**config.mk**
```make
export PLATFORM = sky130hd
export DESIGN_NAME = bctl_tuning
export DESIGN_NICKNAME = d
export VERILOG_FILES = /design/src/hw/bctl_pkg.sv /design/src/hw/bctl_tuning.sv /design/src/hw/bctl_timer.sv
export SDC_FILE = /design/constraint.sdc
export NUM_CORES = 1
export LEC_CHECK = 0
export ABC_AREA = 1
export BUFFER_PORTS_ARGS = -buffer_cell sky130_fd_sc_hd__buf_4
export CAP_MARGIN = 20
export CORE_ASPECT_RATIO = 0.75
export CORE_MARGIN = 8
export CORE_UTILIZATION = 60
export DETAILED_ROUTE_END_ITERATION = 8
export GPL_TIMING_DRIVEN = 0
export PLACE_DENSITY = 0.81
export SYNTH_ARGS = -nofsm -noshare
export SYNTH_HDL_FRONTEND = slang
export SYNTH_HIERARCHICAL = 1
export SYNTH_SLANG_ARGS = --single-unit
```
**constraint.sdc**
```tcl
create_clock -name clk_sys_i -period 2.7 [get_ports clk_sys_i]
set_clock_uncertainty 0.05 [all_clocks]
set_input_delay 0.54 -clock clk_sys_i [delete_from_list [all_inputs] [get_ports clk_sys_i]]
set_output_delay 0.54 -clock clk_sys_i [all_outputs]
set_load 0.02 [all_outputs]
```
**src/hw/bctl_pkg.sv**
```systemverilog
package bctl_pkg;

    // register map
    localparam logic [7:0]  TUNE_OFF      = 8'h40;
    localparam logic [7:0]  RSVD_OFF      = 8'h44;
    localparam logic [31:0] TUNE_RST      = 32'h0920_0000;
    localparam logic [31:0] RSVD_RST      = 32'h0000_0000;
    // writable bits: 15 and 31:17; bit 16 is write-one-to-clear
    localparam logic [31:0] TUNE_RW_MASK  = 32'hFFFE_8000;
    localparam logic [31:0] TUNE_W1C_MASK = 32'h0001_0000;

    // field positions
    localparam int FC_BIT      = 15;
    localparam int RSTAT_BIT   = 16;
    localparam int RLIM_LSB    = 17;
    localparam int DTDIS_BIT   = 19;
    localparam int DTSHORT_BIT = 20;
    localparam int CRS_LSB     = 21;
    localparam int ORDER_BIT   = 23;
    localparam int CPL_LSB     = 24;
    localparam int ISO_BIT     = 26;
    localparam int TC_LSB      = 27;
    localparam int PWR_BIT     = 30;
    localparam int LOCK_BIT    = 31;

    // retry limits
    localparam logic [31:0] RLIM_256 = 32'h0000_0100;
    localparam logic [31:0] RLIM_64K = 32'h0001_0000;
    localparam logic [31:0] RLIM_2G  = 32'h8000_0000;

    localparam logic [2:0]  TC_DEFAULT = 3'h0;

    // timing
    localparam int CLK_PERIOD_NS = 20;
    localparam int DT_SHORT_CLK  = 64;
    localparam int DT_LONG_CLK   = 32768;
    localparam int DT_MID_CLK    = 1024;
    localparam int CRS_A_US      = 25;
    localparam int CRS_B_US      = 500;
    localparam int CRS_C_MS      = 5;
    localparam int CRS_D_MS      = 25;
    localparam int CPL_A_US      = 50;
    localparam int CPL_B_MS      = 10;
    localparam int CPL_C_MS      = 50;

    localparam int CRS_A_CYC =
        (CRS_A_US * 1000 + CLK_PERIOD_NS - 1) / CLK_PERIOD_NS;
    localparam int CRS_B_CYC =
        (CRS_B_US * 1000 + CLK_PERIOD_NS - 1) / CLK_PERIOD_NS;
    localparam int CRS_C_CYC =
        (CRS_C_MS * 1000000 + CLK_PERIOD_NS - 1) / CLK_PERIOD_NS;
    localparam int CRS_D_CYC =
        (CRS_D_MS * 1000000 + CLK_PERIOD_NS - 1) / CLK_PERIOD_NS;
    localparam int CPL_A_CYC =
        (CPL_A_US * 1000 + CLK_PERIOD_NS - 1) / CLK_PERIOD_NS;
    localparam int CPL_B_CYC =
        (CPL_B_MS * 1000000 + CLK_PERIOD_NS - 1) / CLK_PERIOD_NS;
    localparam int CPL_C_CYC =
        (CPL_C_MS * 1000000 + CLK_PERIOD_NS - 1) / CLK_PERIOD_NS;

    typedef enum logic [1:0] {
        BCTL_T_IDLE = 2'b01,
        BCTL_T_RUN  = 2'b10
    } bctl_tstate_type;

endpackage

```
**src/hw/bctl_tuning.sv**
```systemverilog
module bctl_tuning #(
    parameter logic [31:0] DT_LONG_CYC = 32'(bctl_pkg::DT_LONG_CLK),
    parameter logic [31:0] CRS_B_CYC   = 32'(bctl_pkg::CRS_B_CYC),
    parameter logic [31:0] CRS_C_CYC   = 32'(bctl_pkg::CRS_C_CYC),
    parameter logic [31:0] CRS_D_CYC   = 32'(bctl_pkg::CRS_D_CYC),
    parameter logic [31:0] CPL_B_CYC   = 32'(bctl_pkg::CPL_B_CYC),
    parameter logic [31:0] CPL_C_CYC   = 32'(bctl_pkg::CPL_C_CYC)
) (
    input  wire logic        clk_sys_i,
    input  wire logic        srst_i,
    // configuration access port
    input  wire logic        cfg_wr_i,
    input  wire logic        cfg_rd_i,
    input  wire logic [7:0]  cfg_addr_i,
    input  wire logic [3:0]  cfg_be_i,
    input  wire logic [31:0] cfg_wdata_i,
    input  wire logic        cfg_from_prim_i,
    input  wire logic        rev_mode_i,
    output logic [31:0]      cfg_rdata_o,
    output logic             cfg_ack_o,
    output logic             cfg_crs_o,
    output logic             cfg_retry_o,
    // flow control
    input  wire logic        credit_freed_i,
    output logic             fc_update_o,
    // pci retry
    input  wire logic        pci_retry_i,
    input  wire logic        pci_done_i,
    output logic             retry_expired_o,
    // discard timer
    input  wire logic        brctl_dt_dis_i,
    input  wire logic        brctl_dt_fwd_i,
    input  wire logic        brctl_dt_rev_i,
    input  wire logic        dt_start_i,
    input  wire logic        dt_stop_i,
    output logic             dt_expired_o,
    // config request retry and completion timers
    input  wire logic        crs_start_i,
    input  wire logic        crs_stop_i,
    output logic             crs_expired_o,
    input  wire logic        cpl_start_i,
    input  wire logic        cpl_stop_i,
    output logic             cpl_expired_o,
    // steering
    output logic             dt_in_order_o,
    output logic [2:0]       tc_o,
    input  wire logic        link_l1_i,
    output logic             clk_gate_o
);
    if (DT_LONG_CYC == '0 || CRS_B_CYC == '0 || CRS_C_CYC == '0 ||
        CRS_D_CYC == '0 || CPL_B_CYC == '0 || CPL_C_CYC == '0) begin : g_chk
        $error("bctl_tuning: timer counts must be non-zero");
    end

    logic [31:0] tune_ff, nxt_tune;
    logic [31:0] rdata_ff, nxt_rdata;
    logic        ack_ff, nxt_ack;
    logic        crs_ff, nxt_crs;
    logic        rty_ff, nxt_rty;
    logic        credit_ff, nxt_credit;
    logic        fcu_ff, nxt_fcu;
    logic [31:0] rcnt_ff, nxt_rcnt;
    logic        rexp_ff, nxt_rexp;
    logic        gate_ff, nxt_gate;
    logic [2:0]  tc_ff, nxt_tc;
    logic [31:0] wmask;
    logic [31:0] rlimit;
    logic        locked_out;
    logic        hit_tune;
    logic        dt_on;
    logic [31:0] dt_load, crs_load, cpl_load;

    // the lock never blocks the secondary side, so it cannot lock itself out
    assign locked_out = tune_ff[bctl_pkg::LOCK_BIT]
                      & cfg_from_prim_i;
    assign hit_tune   = (cfg_addr_i == bctl_pkg::TUNE_OFF);
    assign wmask      = {{8{cfg_be_i[3]}}, {8{cfg_be_i[2]}},
                         {8{cfg_be_i[1]}}, {8{cfg_be_i[0]}}};

    always_comb begin
        unique case (tune_ff[bctl_pkg::RLIM_LSB +: 2])
            2'h0: rlimit = '0;
            2'h1: rlimit = bctl_pkg::RLIM_256;
            2'h2: rlimit = bctl_pkg::RLIM_64K;
            2'h3: rlimit = bctl_pkg::RLIM_2G;
        endcase
    end

    // retry counter; a completed transfer restarts the count
    always_comb begin
        nxt_rcnt = rcnt_ff;
        nxt_rexp = 1'b0;
        if (pci_done_i) begin
            nxt_rcnt = '0;
        end else if (pci_retry_i && rlimit != '0) begin
            if (rcnt_ff + 32'h1 >= rlimit) begin
                nxt_rcnt = '0;
                nxt_rexp = 1'b1;
            end else begin
                nxt_rcnt = rcnt_ff + 32'h1;
            end
        end
    end

    // register file; expiry set wins over a same-cycle clear
    always_comb begin
        nxt_tune  = tune_ff;
        nxt_rdata = rdata_ff;
        nxt_ack   = 1'b0;
        nxt_crs   = 1'b0;
        nxt_rty   = 1'b0;
        if ((cfg_wr_i || cfg_rd_i) && locked_out) begin
            nxt_ack = 1'b1;
            nxt_crs = ~rev_mode_i;
            nxt_rty = rev_mode_i;
            nxt_rdata = '0;
        end else if (cfg_wr_i) begin
            nxt_ack = 1'b1;
            if (hit_tune) begin
                nxt_tune = (tune_ff & ~(wmask & bctl_pkg::TUNE_RW_MASK))
                         | (cfg_wdata_i & wmask & bctl_pkg::TUNE_RW_MASK);
                nxt_tune = nxt_tune & ~(cfg_wdata_i & wmask
                         & bctl_pkg::TUNE_W1C_MASK);
            end
        end else if (cfg_rd_i) begin
            nxt_ack = 1'b1;
            // lower bits belong to other logic and read as zero here
            nxt_rdata = hit_tune ? tune_ff & (bctl_pkg::TUNE_RW_MASK
                                 | bctl_pkg::TUNE_W1C_MASK)
                                 : bctl_pkg::RSVD_RST;
        end
        if (rexp_ff) begin
            nxt_tune[bctl_pkg::RSTAT_BIT] = 1'b1;
        end
    end

    // credit updates
    always_comb begin
        nxt_credit = credit_ff;
        nxt_fcu    = 1'b0;
        if (credit_freed_i) begin
            if (tune_ff[bctl_pkg::FC_BIT] || credit_ff) begin
                nxt_fcu    = 1'b1;
                nxt_credit = 1'b0;
            end else begin
                nxt_credit = 1'b1;
            end
        end
    end

    always_comb begin
        nxt_gate = tune_ff[bctl_pkg::PWR_BIT] & link_l1_i;
        nxt_tc   = tune_ff[bctl_pkg::ISO_BIT]
                 ? tune_ff[bctl_pkg::TC_LSB +: 3]
                 : bctl_pkg::TC_DEFAULT;
    end

    always_ff @(posedge clk_sys_i) begin
        if (srst_i) begin
            tune_ff   <= bctl_pkg::TUNE_RST;
            rdata_ff  <= '0;
            ack_ff    <= 1'b0;
            crs_ff    <= 1'b0;
            rty_ff    <= 1'b0;
            credit_ff <= 1'b0;
            fcu_ff    <= 1'b0;
            rcnt_ff   <= '0;
            rexp_ff   <= 1'b0;
            gate_ff   <= 1'b0;
            tc_ff     <= bctl_pkg::TC_DEFAULT;
        end else begin
            tune_ff   <= nxt_tune;
            rdata_ff  <= nxt_rdata;
            ack_ff    <= nxt_ack;
            crs_ff    <= nxt_crs;
            rty_ff    <= nxt_rty;
            credit_ff <= nxt_credit;
            fcu_ff    <= nxt_fcu;
            rcnt_ff   <= nxt_rcnt;
            rexp_ff   <= nxt_rexp;
            gate_ff   <= nxt_gate;
            tc_ff     <= nxt_tc;
        end
    end

    // either disable bit turns the discard timer off
    assign dt_on = ~tune_ff[bctl_pkg::DTDIS_BIT] & ~brctl_dt_dis_i;

    always_comb begin
        if (tune_ff[bctl_pkg::DTSHORT_BIT]) begin
            dt_load = 32'(bctl_pkg::DT_SHORT_CLK);
        end else if ((rev_mode_i ? brctl_dt_rev_i : brctl_dt_fwd_i)) begin
            dt_load = 32'(bctl_pkg::DT_MID_CLK);
        end else begin
            dt_load = DT_LONG_CYC;
        end
        unique case (tune_ff[bctl_pkg::CRS_LSB +: 2])
            2'h0: crs_load = 32'(bctl_pkg::CRS_A_CYC);
            2'h1: crs_load = CRS_B_CYC;
            2'h2: crs_load = CRS_C_CYC;
            2'h3: crs_load = CRS_D_CYC;
        endcase
        unique case (tune_ff[bctl_pkg::CPL_LSB +: 2])
            2'h0: cpl_load = 32'(bctl_pkg::CPL_A_CYC);
            2'h1: cpl_load = CPL_B_CYC;
            2'h2: cpl_load = CPL_C_CYC;
            2'h3: cpl_load = '0; // zero load never starts the timer
        endcase
    end

    bctl_timer #(.CW(32)) u_dt (
        .clk_sys_i (clk_sys_i),
        .srst_i    (srst_i),
        .start_i   (dt_start_i & dt_on),
        .stop_i    (dt_stop_i | ~dt_on),
        .load_i    (dt_load),
        .busy_o    (),
        .expired_o (dt_expired_o)
    );

    bctl_timer #(.CW(32)) u_crs (
        .clk_sys_i (clk_sys_i),
        .srst_i    (srst_i),
        .start_i   (crs_start_i),
        .stop_i    (crs_stop_i),
        .load_i    (crs_load),
        .busy_o    (),
        .expired_o (crs_expired_o)
    );

    bctl_timer #(.CW(32)) u_cpl (
        .clk_sys_i (clk_sys_i),
        .srst_i    (srst_i),
        .start_i   (cpl_start_i),
        .stop_i    (cpl_stop_i),
        .load_i    (cpl_load),
        .busy_o    (),
        .expired_o (cpl_expired_o)
    );

    assign cfg_rdata_o     = rdata_ff;
    assign cfg_ack_o       = ack_ff;
    assign cfg_crs_o       = crs_ff;
    assign cfg_retry_o     = rty_ff;
    assign fc_update_o     = fcu_ff;
    assign retry_expired_o = rexp_ff;
    assign dt_in_order_o   = tune_ff[bctl_pkg::ORDER_BIT];
    assign tc_o            = tc_ff;
    assign clk_gate_o      = gate_ff;
endmodule // bctl_tuning

```
**src/hw/bctl_timer.sv**
```systemverilog
module bctl_timer #(
    parameter int CW = 32
) (
    input  wire logic          clk_sys_i,
    input  wire logic          srst_i,
    input  wire logic          start_i,
    input  wire logic          stop_i,
    input  wire logic [CW-1:0] load_i,
    output logic               busy_o,
    output logic               expired_o
);
    bctl_pkg::bctl_tstate_type state_ff, nxt_state;
    logic [CW-1:0]             cnt_ff, nxt_cnt;
    logic                      exp_ff, nxt_exp;

    // a start while running restarts the count from the new load
    always_comb begin
        nxt_state = state_ff;
        nxt_cnt   = cnt_ff;
        nxt_exp   = 1'b0;
        unique case (state_ff)
            bctl_pkg::BCTL_T_IDLE: begin
                if (start_i && load_i != '0) begin
                    nxt_state = bctl_pkg::BCTL_T_RUN;
                    nxt_cnt   = load_i;
                end
            end
            bctl_pkg::BCTL_T_RUN: begin
                if (stop_i) begin
                    nxt_state = bctl_pkg::BCTL_T_IDLE;
                end else if (start_i) begin
                    nxt_cnt = load_i;
                end else if (cnt_ff == CW'(1)) begin
                    nxt_state = bctl_pkg::BCTL_T_IDLE;
                    nxt_exp   = 1'b1;
                end else begin
                    nxt_cnt = cnt_ff - CW'(1);
                end
            end
            default: nxt_state = bctl_pkg::BCTL_T_IDLE;
        endcase
    end

    always_ff @(posedge clk_sys_i) begin
        if (srst_i) begin
            state_ff <= bctl_pkg::BCTL_T_IDLE;
            cnt_ff   <= '0;
            exp_ff   <= 1'b0;
        end else begin
            state_ff <= nxt_state;
            cnt_ff   <= nxt_cnt;
            exp_ff   <= nxt_exp;
        end
    end

    assign busy_o    = (state_ff == bctl_pkg::BCTL_T_RUN);
    assign expired_o = exp_ff;
endmodule // bctl_timer

```
==> results of run 1 <==
power groups by stage:
| stage | sequential [mW] | clock [mW] | combinational, mW |
|---|---|---|---|
| 3_5_place_dp | 3.41 | 0 | 3.64 |
| 2_1_floorplan | 3.31 | 0 | 2.77 |
| 6_report | 3.37 | 2.54 | 3.81 |
| 5_1_grt | 3.41 | 2.66 | 4.24 |
| 4_1_cts | 3.36 | 2.54 | 3.70 |
| 3_3_place_gp | 3.41 | 0 | 3.59 |
final cells by class:
| type | count | share of cell area (%) |
|---|---|---|
| clock inverters | 15 | 1.03 |
| repair buffers | 92 | 4.73 |
| clock buffers | 17 | 2.77 |
| inverters | 218 | 5.32 |
| plain buffers | 81 | 3.38 |
| flip-flops and latches | 181 | 24.0 |
| well taps | 288 | 2.34 |
| multi-input cells | 1883 | 56.5 |
placed cells by master (no fill, tap or decap), types with 4 or more instances in the layout:
master / count
a21oi_1: 84
a21oi_2: 6
buf_12: 4
buf_2: 15
buf_4: 105
buf_6: 12
clkbuf_1: 32
clkbuf_16: 17
conb_1: 141
dfxtp_1: 157
dfxtp_2: 12
dfxtp_4: 12
ha_1: 16
inv_1: 215
inv_8: 4
mux2i_1: 6
nand2_1: 641
nand2_2: 24
nand2_4: 9
nand3_1: 181
nand3b_1: 20
nand4_1: 30
nor2_1: 453
nor2_2: 49
nor2_4: 14
nor3_1: 9
o21ai_0: 106
or2_2: 35
xnor2_1: 8
xor2_1: 24
repair_timing:
action,CTS,global route
setup endpoints to repair,30,62
endpoints found under the hold margin,0,0
setup buffers,8,7
gates cloned,1,0
pin swaps,6,16
resized for setup,29,50
flip-flops by register name (all words and copies together) (netlist names), 2 cells and up, named ones only:
signal	count
cfg_rdata_o	17
u_cpl/state_ff	2
u_crs/cnt_ff	32
u_crs/state_ff	2
u_cpl/cnt_ff	32
tc_o	3
u_dt/state_ff	2
u_dt/cnt_ff	32
rcnt_ff	32
critical path, stage by stage, from the launching register on:
cell       delay, ps
dfxtp_4          380
nand2_1          130
nor2_4           140
nand2_4           80
nor2_4           100
nand2_2           80
nor2_4           130
xnor2_2          140
inv_2             70
ha_4             260
inv_1             30
nor2_1            90
nand2_1           60
nor2_1            90
nand3_1           90
nand2_1           90
nand2_2           70
nand2_4          110
bufbuf_16        280
nor2_2            30
per-stage QoR:
| stage | TNS [ps] | hold slack, ps | cell area (um^2) | setup WS [ps] | power, mW |
|---|---|---|---|---|---|
| finish | 0 | 215 | 15400 | 61.3 | 9.72 |
| global route | -684 | 205 | 15400 | -42.3 | 10.3 |
| CTS | -0.484 | 203 | 15200 | -0.484 | 9.60 |
| detailed placement | -3710 | 403 | 14400 | -140 | 7.06 |
| global placement | -2340 | 395 | 14400 | -82.5 | 7.00 |
| floorplan | 0 | 373 | 13500 | 309 | 6.08 |
worst max path at each step:
stage | to | depth (start not counted)
global placement | rcnt_ff[19] | 19
detailed placement | rcnt_ff[18] | 19
finish | rcnt_ff[15] | 19
CTS | rcnt_ff[18] | 18
floorplan | rcnt_ff[20] | 19
global route | rcnt_ff[15] | 16
routing by layer:
layer / part of all wire (%) / track usage [%] / routed length, um / up-vias
met1: 44 / 41.6 / 18000 / 6566
li1: - / - / - / 7320
met3: 11 / 8.00 / 4620 / 86
met2: 43 / 46.3 / 17600 / 747
met5: 0.032 / 0 / 13 / -
met4: 2.3 / 9.34 / 957 / 2
==> results.json, run 1 <==
{
  "tightest_slew_ps": 721,
  "n_fill_cell": 1920,
  "drc": 0,
  "hold_start": "rev_mode_i",
  "io_buffers": 76,
  "reg2reg_from": "rcnt_ff[1]",
  "finalNetCount": 2555,
  "drv_cap": 0,
  "start_util_pct": 61.2,
  "stdcell_count": 2775,
  "n_antenna_cell": 0,
  "grt_usage_pct": 30.5,
  "root_buffer": "clkbuf_16",
  "outcome": "completed",
  "clkSlewWorstSetupHoldPaths_ps": 80,
  "slew_headroom_pct": 51.9,
  "whs_path_depth": 2,
  "viasPerCell": 5.30,
  "grt_max_degree": 20,
  "fmax_mhz": 379,
  "power_switching_mw": 4.28,
  "grt_pass1_vias": 13100,
  "fin_crit_sh_pct": 97.7,
  "syn_inst": 2224,
  "dp_cells": 2727,
  "die_w_um": 186,
  "num_rows": 46,
  "dp_hpwl_um": 30900,
  "grt_pass1_wl_um": 65400,
  "ys_warn_count": 6,
  "hold_buffers": 0,
  "switching_share_pct": 44.0,
  "antenna_found_initial": 1,
  "cp-end-kind": "flop",
  "drive_gt1_share_pct": 13.8,
  "ant_nets": 0,
  "clk_latency_ps": 450,
  "cts_tree": "yes",
  "rsz0062_at_grt": "true",
  "reg2reg_depth": 19,
  "die_h_um": 143,
  "finalCriticalPeriod_ps": 2640,
  "syn_area_per_cell_um2": 5.83,
  "gr-total-overflow": 0,
  "cts_max_path_buffers": 2,
  "wl_um": 41200,
  "finalHoldViolCount": 0,
  "cts_sinks": 181,
  "vdd_drop_max_uv": 593,
  "drt_iter0_markers": 1604,
  "p_per_area_nw_per_um2": 632,
  "firstDrtPassIters": 6,
  "slew_viol_final": 0,
  "p_int_mw": 5.44,
  "seqCellArea_um2": 3680,
  "arrival_ps": 2930,
  "p_clk_share_pct": 26.2,
  "die_area_um2": 26600,
  "core_um2": 21200,
  "r2r_slack_ps": 60,
  "h-tree-depth": 4,
  "wire_per_inst_um": 14.8,
  "place_congestion": 1.00,
  "synth_area_um2": 13000,
  "setup_viol": 0,
  "worstReg2RegEnd": "rcnt_ff[15]",
  "multiInputGateArea_um2": 8690,
  "routed-via-count": 14700,
  "critPathLaunch": "rcnt_ff[1]",
  "worstPathRequired_ps": 2990,
  "fin_util_pct": 72.6,
  "crit_fanout": 5,
  "p_seq_share_pct": 34.6,
  "min_to": "cfg_crs_o",
  "hp-class": "primary input to flop",
  "cp-start-kind": "flop",
  "syn_to_final_growth_pct": 18.7,
  "io_pins": 108,
  "cellLeakagePower_nw": 7.47,
  "power_frac_comb_pct": 39.2,
  "crit_type": "flop to flop",
  "cts_buffers": 17
}
Power figures use the tool's default switching activity.
==> inputs of run 2 (changes only) <==
--- a/config.mk
+++ b/config.mk
@@ -14,6 +14,7 @@
 export DETAILED_ROUTE_END_ITERATION = 8
 export GPL_TIMING_DRIVEN = 0
 export PLACE_DENSITY = 0.81
+export RECOVER_POWER = 100
 export SYNTH_ARGS = -nofsm -noshare
 export SYNTH_HDL_FRONTEND = slang
 export SYNTH_HIERARCHICAL = 1
==> run 2 against run 1 <==
  * Largest power group unchanged
  * Combinational power fell by 1%
  * Critical path depth did not move
  * First-iteration DRC count fell by 2.3%
  * Worst setup slack improved by 15 ps
  * Sequential share of layout area rose by 0.26 points
  * Power fell by 0.58%
  * Count of clock-buffer cells in the layout did not move
  * Global-route usage did not move
  * Clock power barely moved
  * Sequential cell count did not move
  * Maximum frequency rose by 0.55%
==> results.json, run 2 (synthesis gave the netlist of run 1 again) <==
{
  "slew_headroom_pct": 50.7,
  "wl_um": 41100,
  "fin_crit_sh_pct": 97.2,
  "setup_viol": 0,
  "worstPathCellList": "nand2_1 > nor2_4 > nand2_4 > nor2_4 > nand2_2 > nor2_4 > xnor2_2 > inv_2 > ha_4 > inv_1 > nor2_1 > nand2_1 > nor2_1 > nand3_1 > nand2_1 > nand2_2 > nand2_4 > bufbuf_16 > nor2_2",
  "worstReg2RegEnd": "rcnt_ff[15]",
  "rsz0062_at_grt": "true",
  "clk_latency_ps": 450,
  "viasPerCell": 5.31,
  "n_antenna_cell": 0,
  "hold_buffers": 0,
  "drive_gt1_share_pct": 12.3,
  "cp-end-kind": "flop",
  "drt_iter0_markers": 1567,
  "cellLeakagePower_nw": 7.32,
  "start_util_pct": 61.2,
  "reg2reg_from": "rcnt_ff[1]",
  "fin_util_pct": 71.8,
  "io_buffers": 76,
  "hold_start": "rev_mode_i",
  "crit_type": "flop to flop",
  "post-place-ws_ps": -140,
  "cts_buffers": 17,
  "ant_nets": 0,
  "switching_share_pct": 44.1,
  "cts_tree": "yes",
  "slowest_stage": "dfxtp_4",
  "outcome": "completed",
  "layout_commonest_cell": "nand2_1",
  "arrival_ps": 2910,
  "slew_viol_final": 0,
  "grt_max_degree": 20,
  "num_rows": 46,
  "fmax_mhz": 381,
  "grt_usage_pct": 30.5,
  "p_seq_share_pct": 34.8,
  "die_area_um2": 26600,
  "cts_max_path_buffers": 2,
  "worstPathRequired_ps": 2990,
  "finalInstanceArea_um2": 15200,
  "n_fill_cell": 1966,
  "critPathLaunch": "rcnt_ff[1]",
  "crit_fanout": 5,
  "placed_cell_area_um2": 14400,
  "die_h_um": 143,
  "reg2reg_depth": 19,
  "wire_per_inst_um": 14.8,
  "final_cell_mix": "nand2_1, nor2_1, inv_1, nand3_1, dfxtp_1",
  "drv_cap": 0,
  "antenna_found_initial": 1,
  "io_pins": 108,
  "place_congestion": 1.00,
  "h-tree-depth": 4,
  "drc": 0,
  "routed-via-count": 14700,
  "cts_sinks": 181,
  "p_clk_share_pct": 26.3,
  "core_um2": 21200,
  "hold_ws_ps": 263,
  "gr-total-overflow": 0,
  "finalCriticalPeriod_ps": 2620,
  "worst_slack_ps": 75.8,
  "power_frac_comb_pct": 38.9,
  "critical_path.max_stage_delay_ps": 390,
  "die_w_um": 186,
  "cp-start-kind": "flop",
  "firstDrtPassIters": 6,
  "grt_pass1_wl_um": 65400,
  "r2r_slack_ps": 80,
  "p_int_mw": 5.40,
  "power_mw": 9.66,
  "hp-class": "primary input to flop",
  "dp_hpwl_um": 30900,
  "cp-endpoint": "rcnt_ff[15]",
  "p_per_area_nw_per_um2": 635,
  "tightest_slew_ps": 740,
  "finalHoldViolCount": 0,
  "finalNetCount": 2555,
  "clkSlewWorstSetupHoldPaths_ps": 90,
  "grt_pass1_vias": 13100,
  "root_buffer": "clkbuf_16",
  "power_switching_mw": 4.26,
  "vdd_drop_max_uv": 580,
  "syn_to_final_growth_pct": 17.4
}
[run 2: metal layers]
metal / vias up / global-route usage, % / wire [um]
met2: 761 / 46.3 / 17600
met3: 95 / 8.00 / 4560
met5: - / 0 / 13
met1: 6566 / 41.6 / 18000
met4: 2 / 9.34 / 1000
li1: 7312 / - / -
[run 2: how the worst min path moves through the flow]
stage,to,slack (ps),depth (start not counted)
2_1_floorplan,clk_gate_o,370,2
3_3_place_gp,cfg_rdata_o[28],390,2
3_5_place_dp,cfg_rdata_o[27],400,2
4_1_cts,cfg_crs_o,200,2
5_1_grt,cfg_crs_o,270,2
6_report,cfg_crs_o,260,2
[run 2: critical path: cells and delay by family (launching register included)]
kind / cells / cell delay [ps]
simple gates: 14 / 1260
flops: 1 / 390
buf+inv: 3 / 380
fa+ha+maj: 1 / 260
xor+xnor: 1 / 140
[run 2: cell type report]
| cell class | instances | area (um^2) | share of cell area, % |
|---|---|---|---|
| Timing Repair Buffer | 92 | 612 | 4.02 |
| Inverter | 218 | 818 | 5.38 |
| Sequential cell | 181 | 3680 | 24.2 |
| Clock inverter | 15 | 158 | 1.04 |
| Clock buffer | 17 | 425 | 2.80 |
| Multi-Input combinational cell | 1883 | 8660 | 56.9 |
| Tap cell | 288 | 360 | 2.37 |
| Buffer | 81 | 493 | 3.24 |
[run 2: timing repair]
action / CTS / global route
setup endpoints to repair: 30 / 62
resized for setup: 29 / 50
buffers inserted: 8 / 7
gates cloned: 1 / 0
pin swaps: 6 / 16
[run 2: power groups by stage]
stage | Combinational (mW) | Sequential [mW] | Clock, mW
final | 3.76 | 3.36 | 2.54
after global routing | 4.18 | 3.41 | 2.66
after CTS | 3.70 | 3.36 | 2.54
after detailed placement | 3.64 | 3.41 | 0
after global placement | 3.59 | 3.41 | 0
after floorplan | 2.77 | 3.31 | 0
[run 2: metrics by stage]
step,std cells,TNS (ps)
after floorplan,2363,0
after global placement,2727,-2340
after detailed placement,2727,-3710
after CTS,2768,-0.484
after global routing,2775,-684
final,2775,0
==> inputs of run 3 (changes only) <==
--- a/config.mk
+++ b/config.mk
@@ -13,7 +13,7 @@
 export CORE_UTILIZATION = 60
 export DETAILED_ROUTE_END_ITERATION = 8
 export GPL_TIMING_DRIVEN = 0
-export PLACE_DENSITY = 0.81
+export PLACE_DENSITY = 0.86
 export RECOVER_POWER = 100
 export SYNTH_ARGS = -nofsm -noshare
 export SYNTH_HDL_FRONTEND = slang
==> run 3 against run 2 <==
  * The run now ends with negative setup slack left
  * Count of clock-buffer cells in the layout grew 4
  * Cell count is essentially flat
  * Hold slack lost 36 ps
  * Worst setup slack lost 130 ps
  * Power shrank 0.12%
  * Sequential cell count is the same
  * Final area shrank 0.24%
  * Wire length grew 4.3%
  * Register-to-register slack lost 130 ps
  * Global-route usage grew 0.50 points
  * Largest power group unchanged
==> results.json, run 3 (synthesis gave the netlist of run 1 again) <==
{
  "cellLeakagePower_nw": 7.32,
  "cp_num_buf_inv": 2,
  "reg2reg_from": "rcnt_ff[1]",
  "power_mw": 9.65,
  "critPathLaunch": "rcnt_ff[1]",
  "cts_sinks": 181,
  "start_util_pct": 61.2,
  "grt_usage_pct": 31.0,
  "drv_cap": 0,
  "hold_buffers": 0,
  "io_pins": 108,
  "fin_crit_sh_pct": 102,
  "outcome": "finished with violations",
  "crit_family": "simple AND/OR/NAND/NOR gates",
  "place_congestion": 0.975,
  "drc": 0,
  "finalNetCount": 2557,
  "finalHoldViolCount": 0,
  "grt_pass1_vias": 13300,
  "wire_per_inst_um": 15.4,
  "die_w_um": 186,
  "hp-class": "primary input to flop",
  "die_h_um": 143,
  "tightest_slew_ps": 1330,
  "cts_max_path_buffers": 2,
  "arrival_ps": 3040,
  "n_antenna_cell": 0,
  "post-place-ws_ps": -268,
  "routed-via-count": 15000,
  "slew_viol_final": 0,
  "antenna_found_initial": 0,
  "cts_buffers": 17,
  "core_um2": 21200,
  "dp_cells": 2727,
  "drive_gt1_share_pct": 12.2,
  "cts_tree": "yes",
  "critical_path.max_stage_delay_ps": 380,
  "worstPathCellList": "ha_1 > inv_1 > nor2_4 > nand2_2 > xor2_2 > ha_1 > and3_1 > nand2_1 > nor2_1 > nand3_1 > nand4_1 > nand3_2 > nand2_2 > nand2_4 > nand2_8 > buf_12 > nor2_2",
  "crit_fanout": 10,
  "slowest_stage": "dfxtp_4",
  "hold_ws_ps": 227,
  "firstDrtPassIters": 6,
  "worst_slack_ps": -59.1,
  "fmax_mhz": 362,
  "io_buffers": 76,
  "h-tree-depth": 4,
  "dp_hpwl_um": 31500,
  "fin_util_pct": 71.7,
  "clkSlewWorstSetupHoldPaths_ps": 80,
  "finalCriticalPeriod_ps": 2760,
  "num_rows": 46,
  "stdcell_count": 2777,
  "root_buffer": "clkbuf_16",
  "wl_um": 42900,
  "cp-start-kind": "flop",
  "cp-end-kind": "flop",
  "syn_to_final_growth_pct": 17.1,
  "ant_nets": 0,
  "placed_cell_area_um2": 14400,
  "setup_viol": 32,
  "violations": "negative setup slack",
  "viasPerCell": 5.41,
  "worstPathRequired_ps": 2980,
  "hold_start": "rev_mode_i",
  "die_area_um2": 26600,
  "gr-total-overflow": 0,
  "layout_commonest_cell": "nand2_1",
  "finalInstanceArea_um2": 15200,
  "grt_pass1_wl_um": 66400,
  "final_cell_mix": "nand2_1, nor2_1, inv_1, nand3_1, dfxtp_1",
  "vdd_drop_max_uv": 436,
  "clk_latency_ps": 450,
  "drt_iter0_markers": 1978,
  "slew_headroom_pct": 11.0,
  "crit_type": "flop to flop",
  "p_per_area_nw_per_um2": 636,
  "fin_setup_tns_ps": -1320,
  "grt_max_degree": 17
}
run 3: cell count changes in the layout (fill, tap and decap cells not counted), moves of 2 or more:
cell	change
buf_4	+3
inv_8	-3
clkbuf_1	+2
clkbuf_8	+2
clkinv_8	-2
nand2_1	-2
nor2_2	+2
nor2_4	-2
run 3: per-layer routing:
metal / track usage, % / share of wire [%] / vias up
met5: 0 / 0 / -
met4: 9.42 / 2.3 / 0
met3: 6.83 / 11 / 92
met2: 47.6 / 44 / 845
met1: 42.6 / 43 / 6752
li1: - / - / 7323
run 3: final timing paths:
kind              slack (ps)  depth (start not counted)              end
hold / removal           230                          2        cfg_crs_o
setup reg to reg         -60                         17      rcnt_ff[27]
setup / recovery         -60                         17      rcnt_ff[27]
hold reg to reg          410                          2  cfg_rdata_o[29]
run 3: repair_timing:
item                       in CTS  in global routing
resized for setup              29                 49
setup endpoints to repair      33                 66
cloned                          0                  1
pin swaps                       4                 18
setup buffers                   6                 11
run 3: final cells by class:
type	instances	area (um^2)
clock inverters	11	114
well taps	288	360
multi-input cells	1883	8650
fillers	1929	6000
clock buffers	21	460
inverters	218	818
flip-flops and latches	181	3680
repair buffers	94	607
plain buffers	81	484
run 3: worst reg2reg max path, delay by kind of cell (launching register included):
| kind | cells | cell delay (ps) |
|---|---|---|
| xor gates and xnor gates | 1 | 160 |
| buffers and inverters | 2 | 280 |
| and+or+nand+nor | 12 | 1310 |
| adders and majority gates | 2 | 460 |
| DFF | 1 | 380 |
run 3: power by group:
part	total, mW	switching, mW	internal [mW]
Sequential	3.37	0.380	2.99
Combinational	3.75	2.59	1.16
Clock	2.53	1.19	1.34
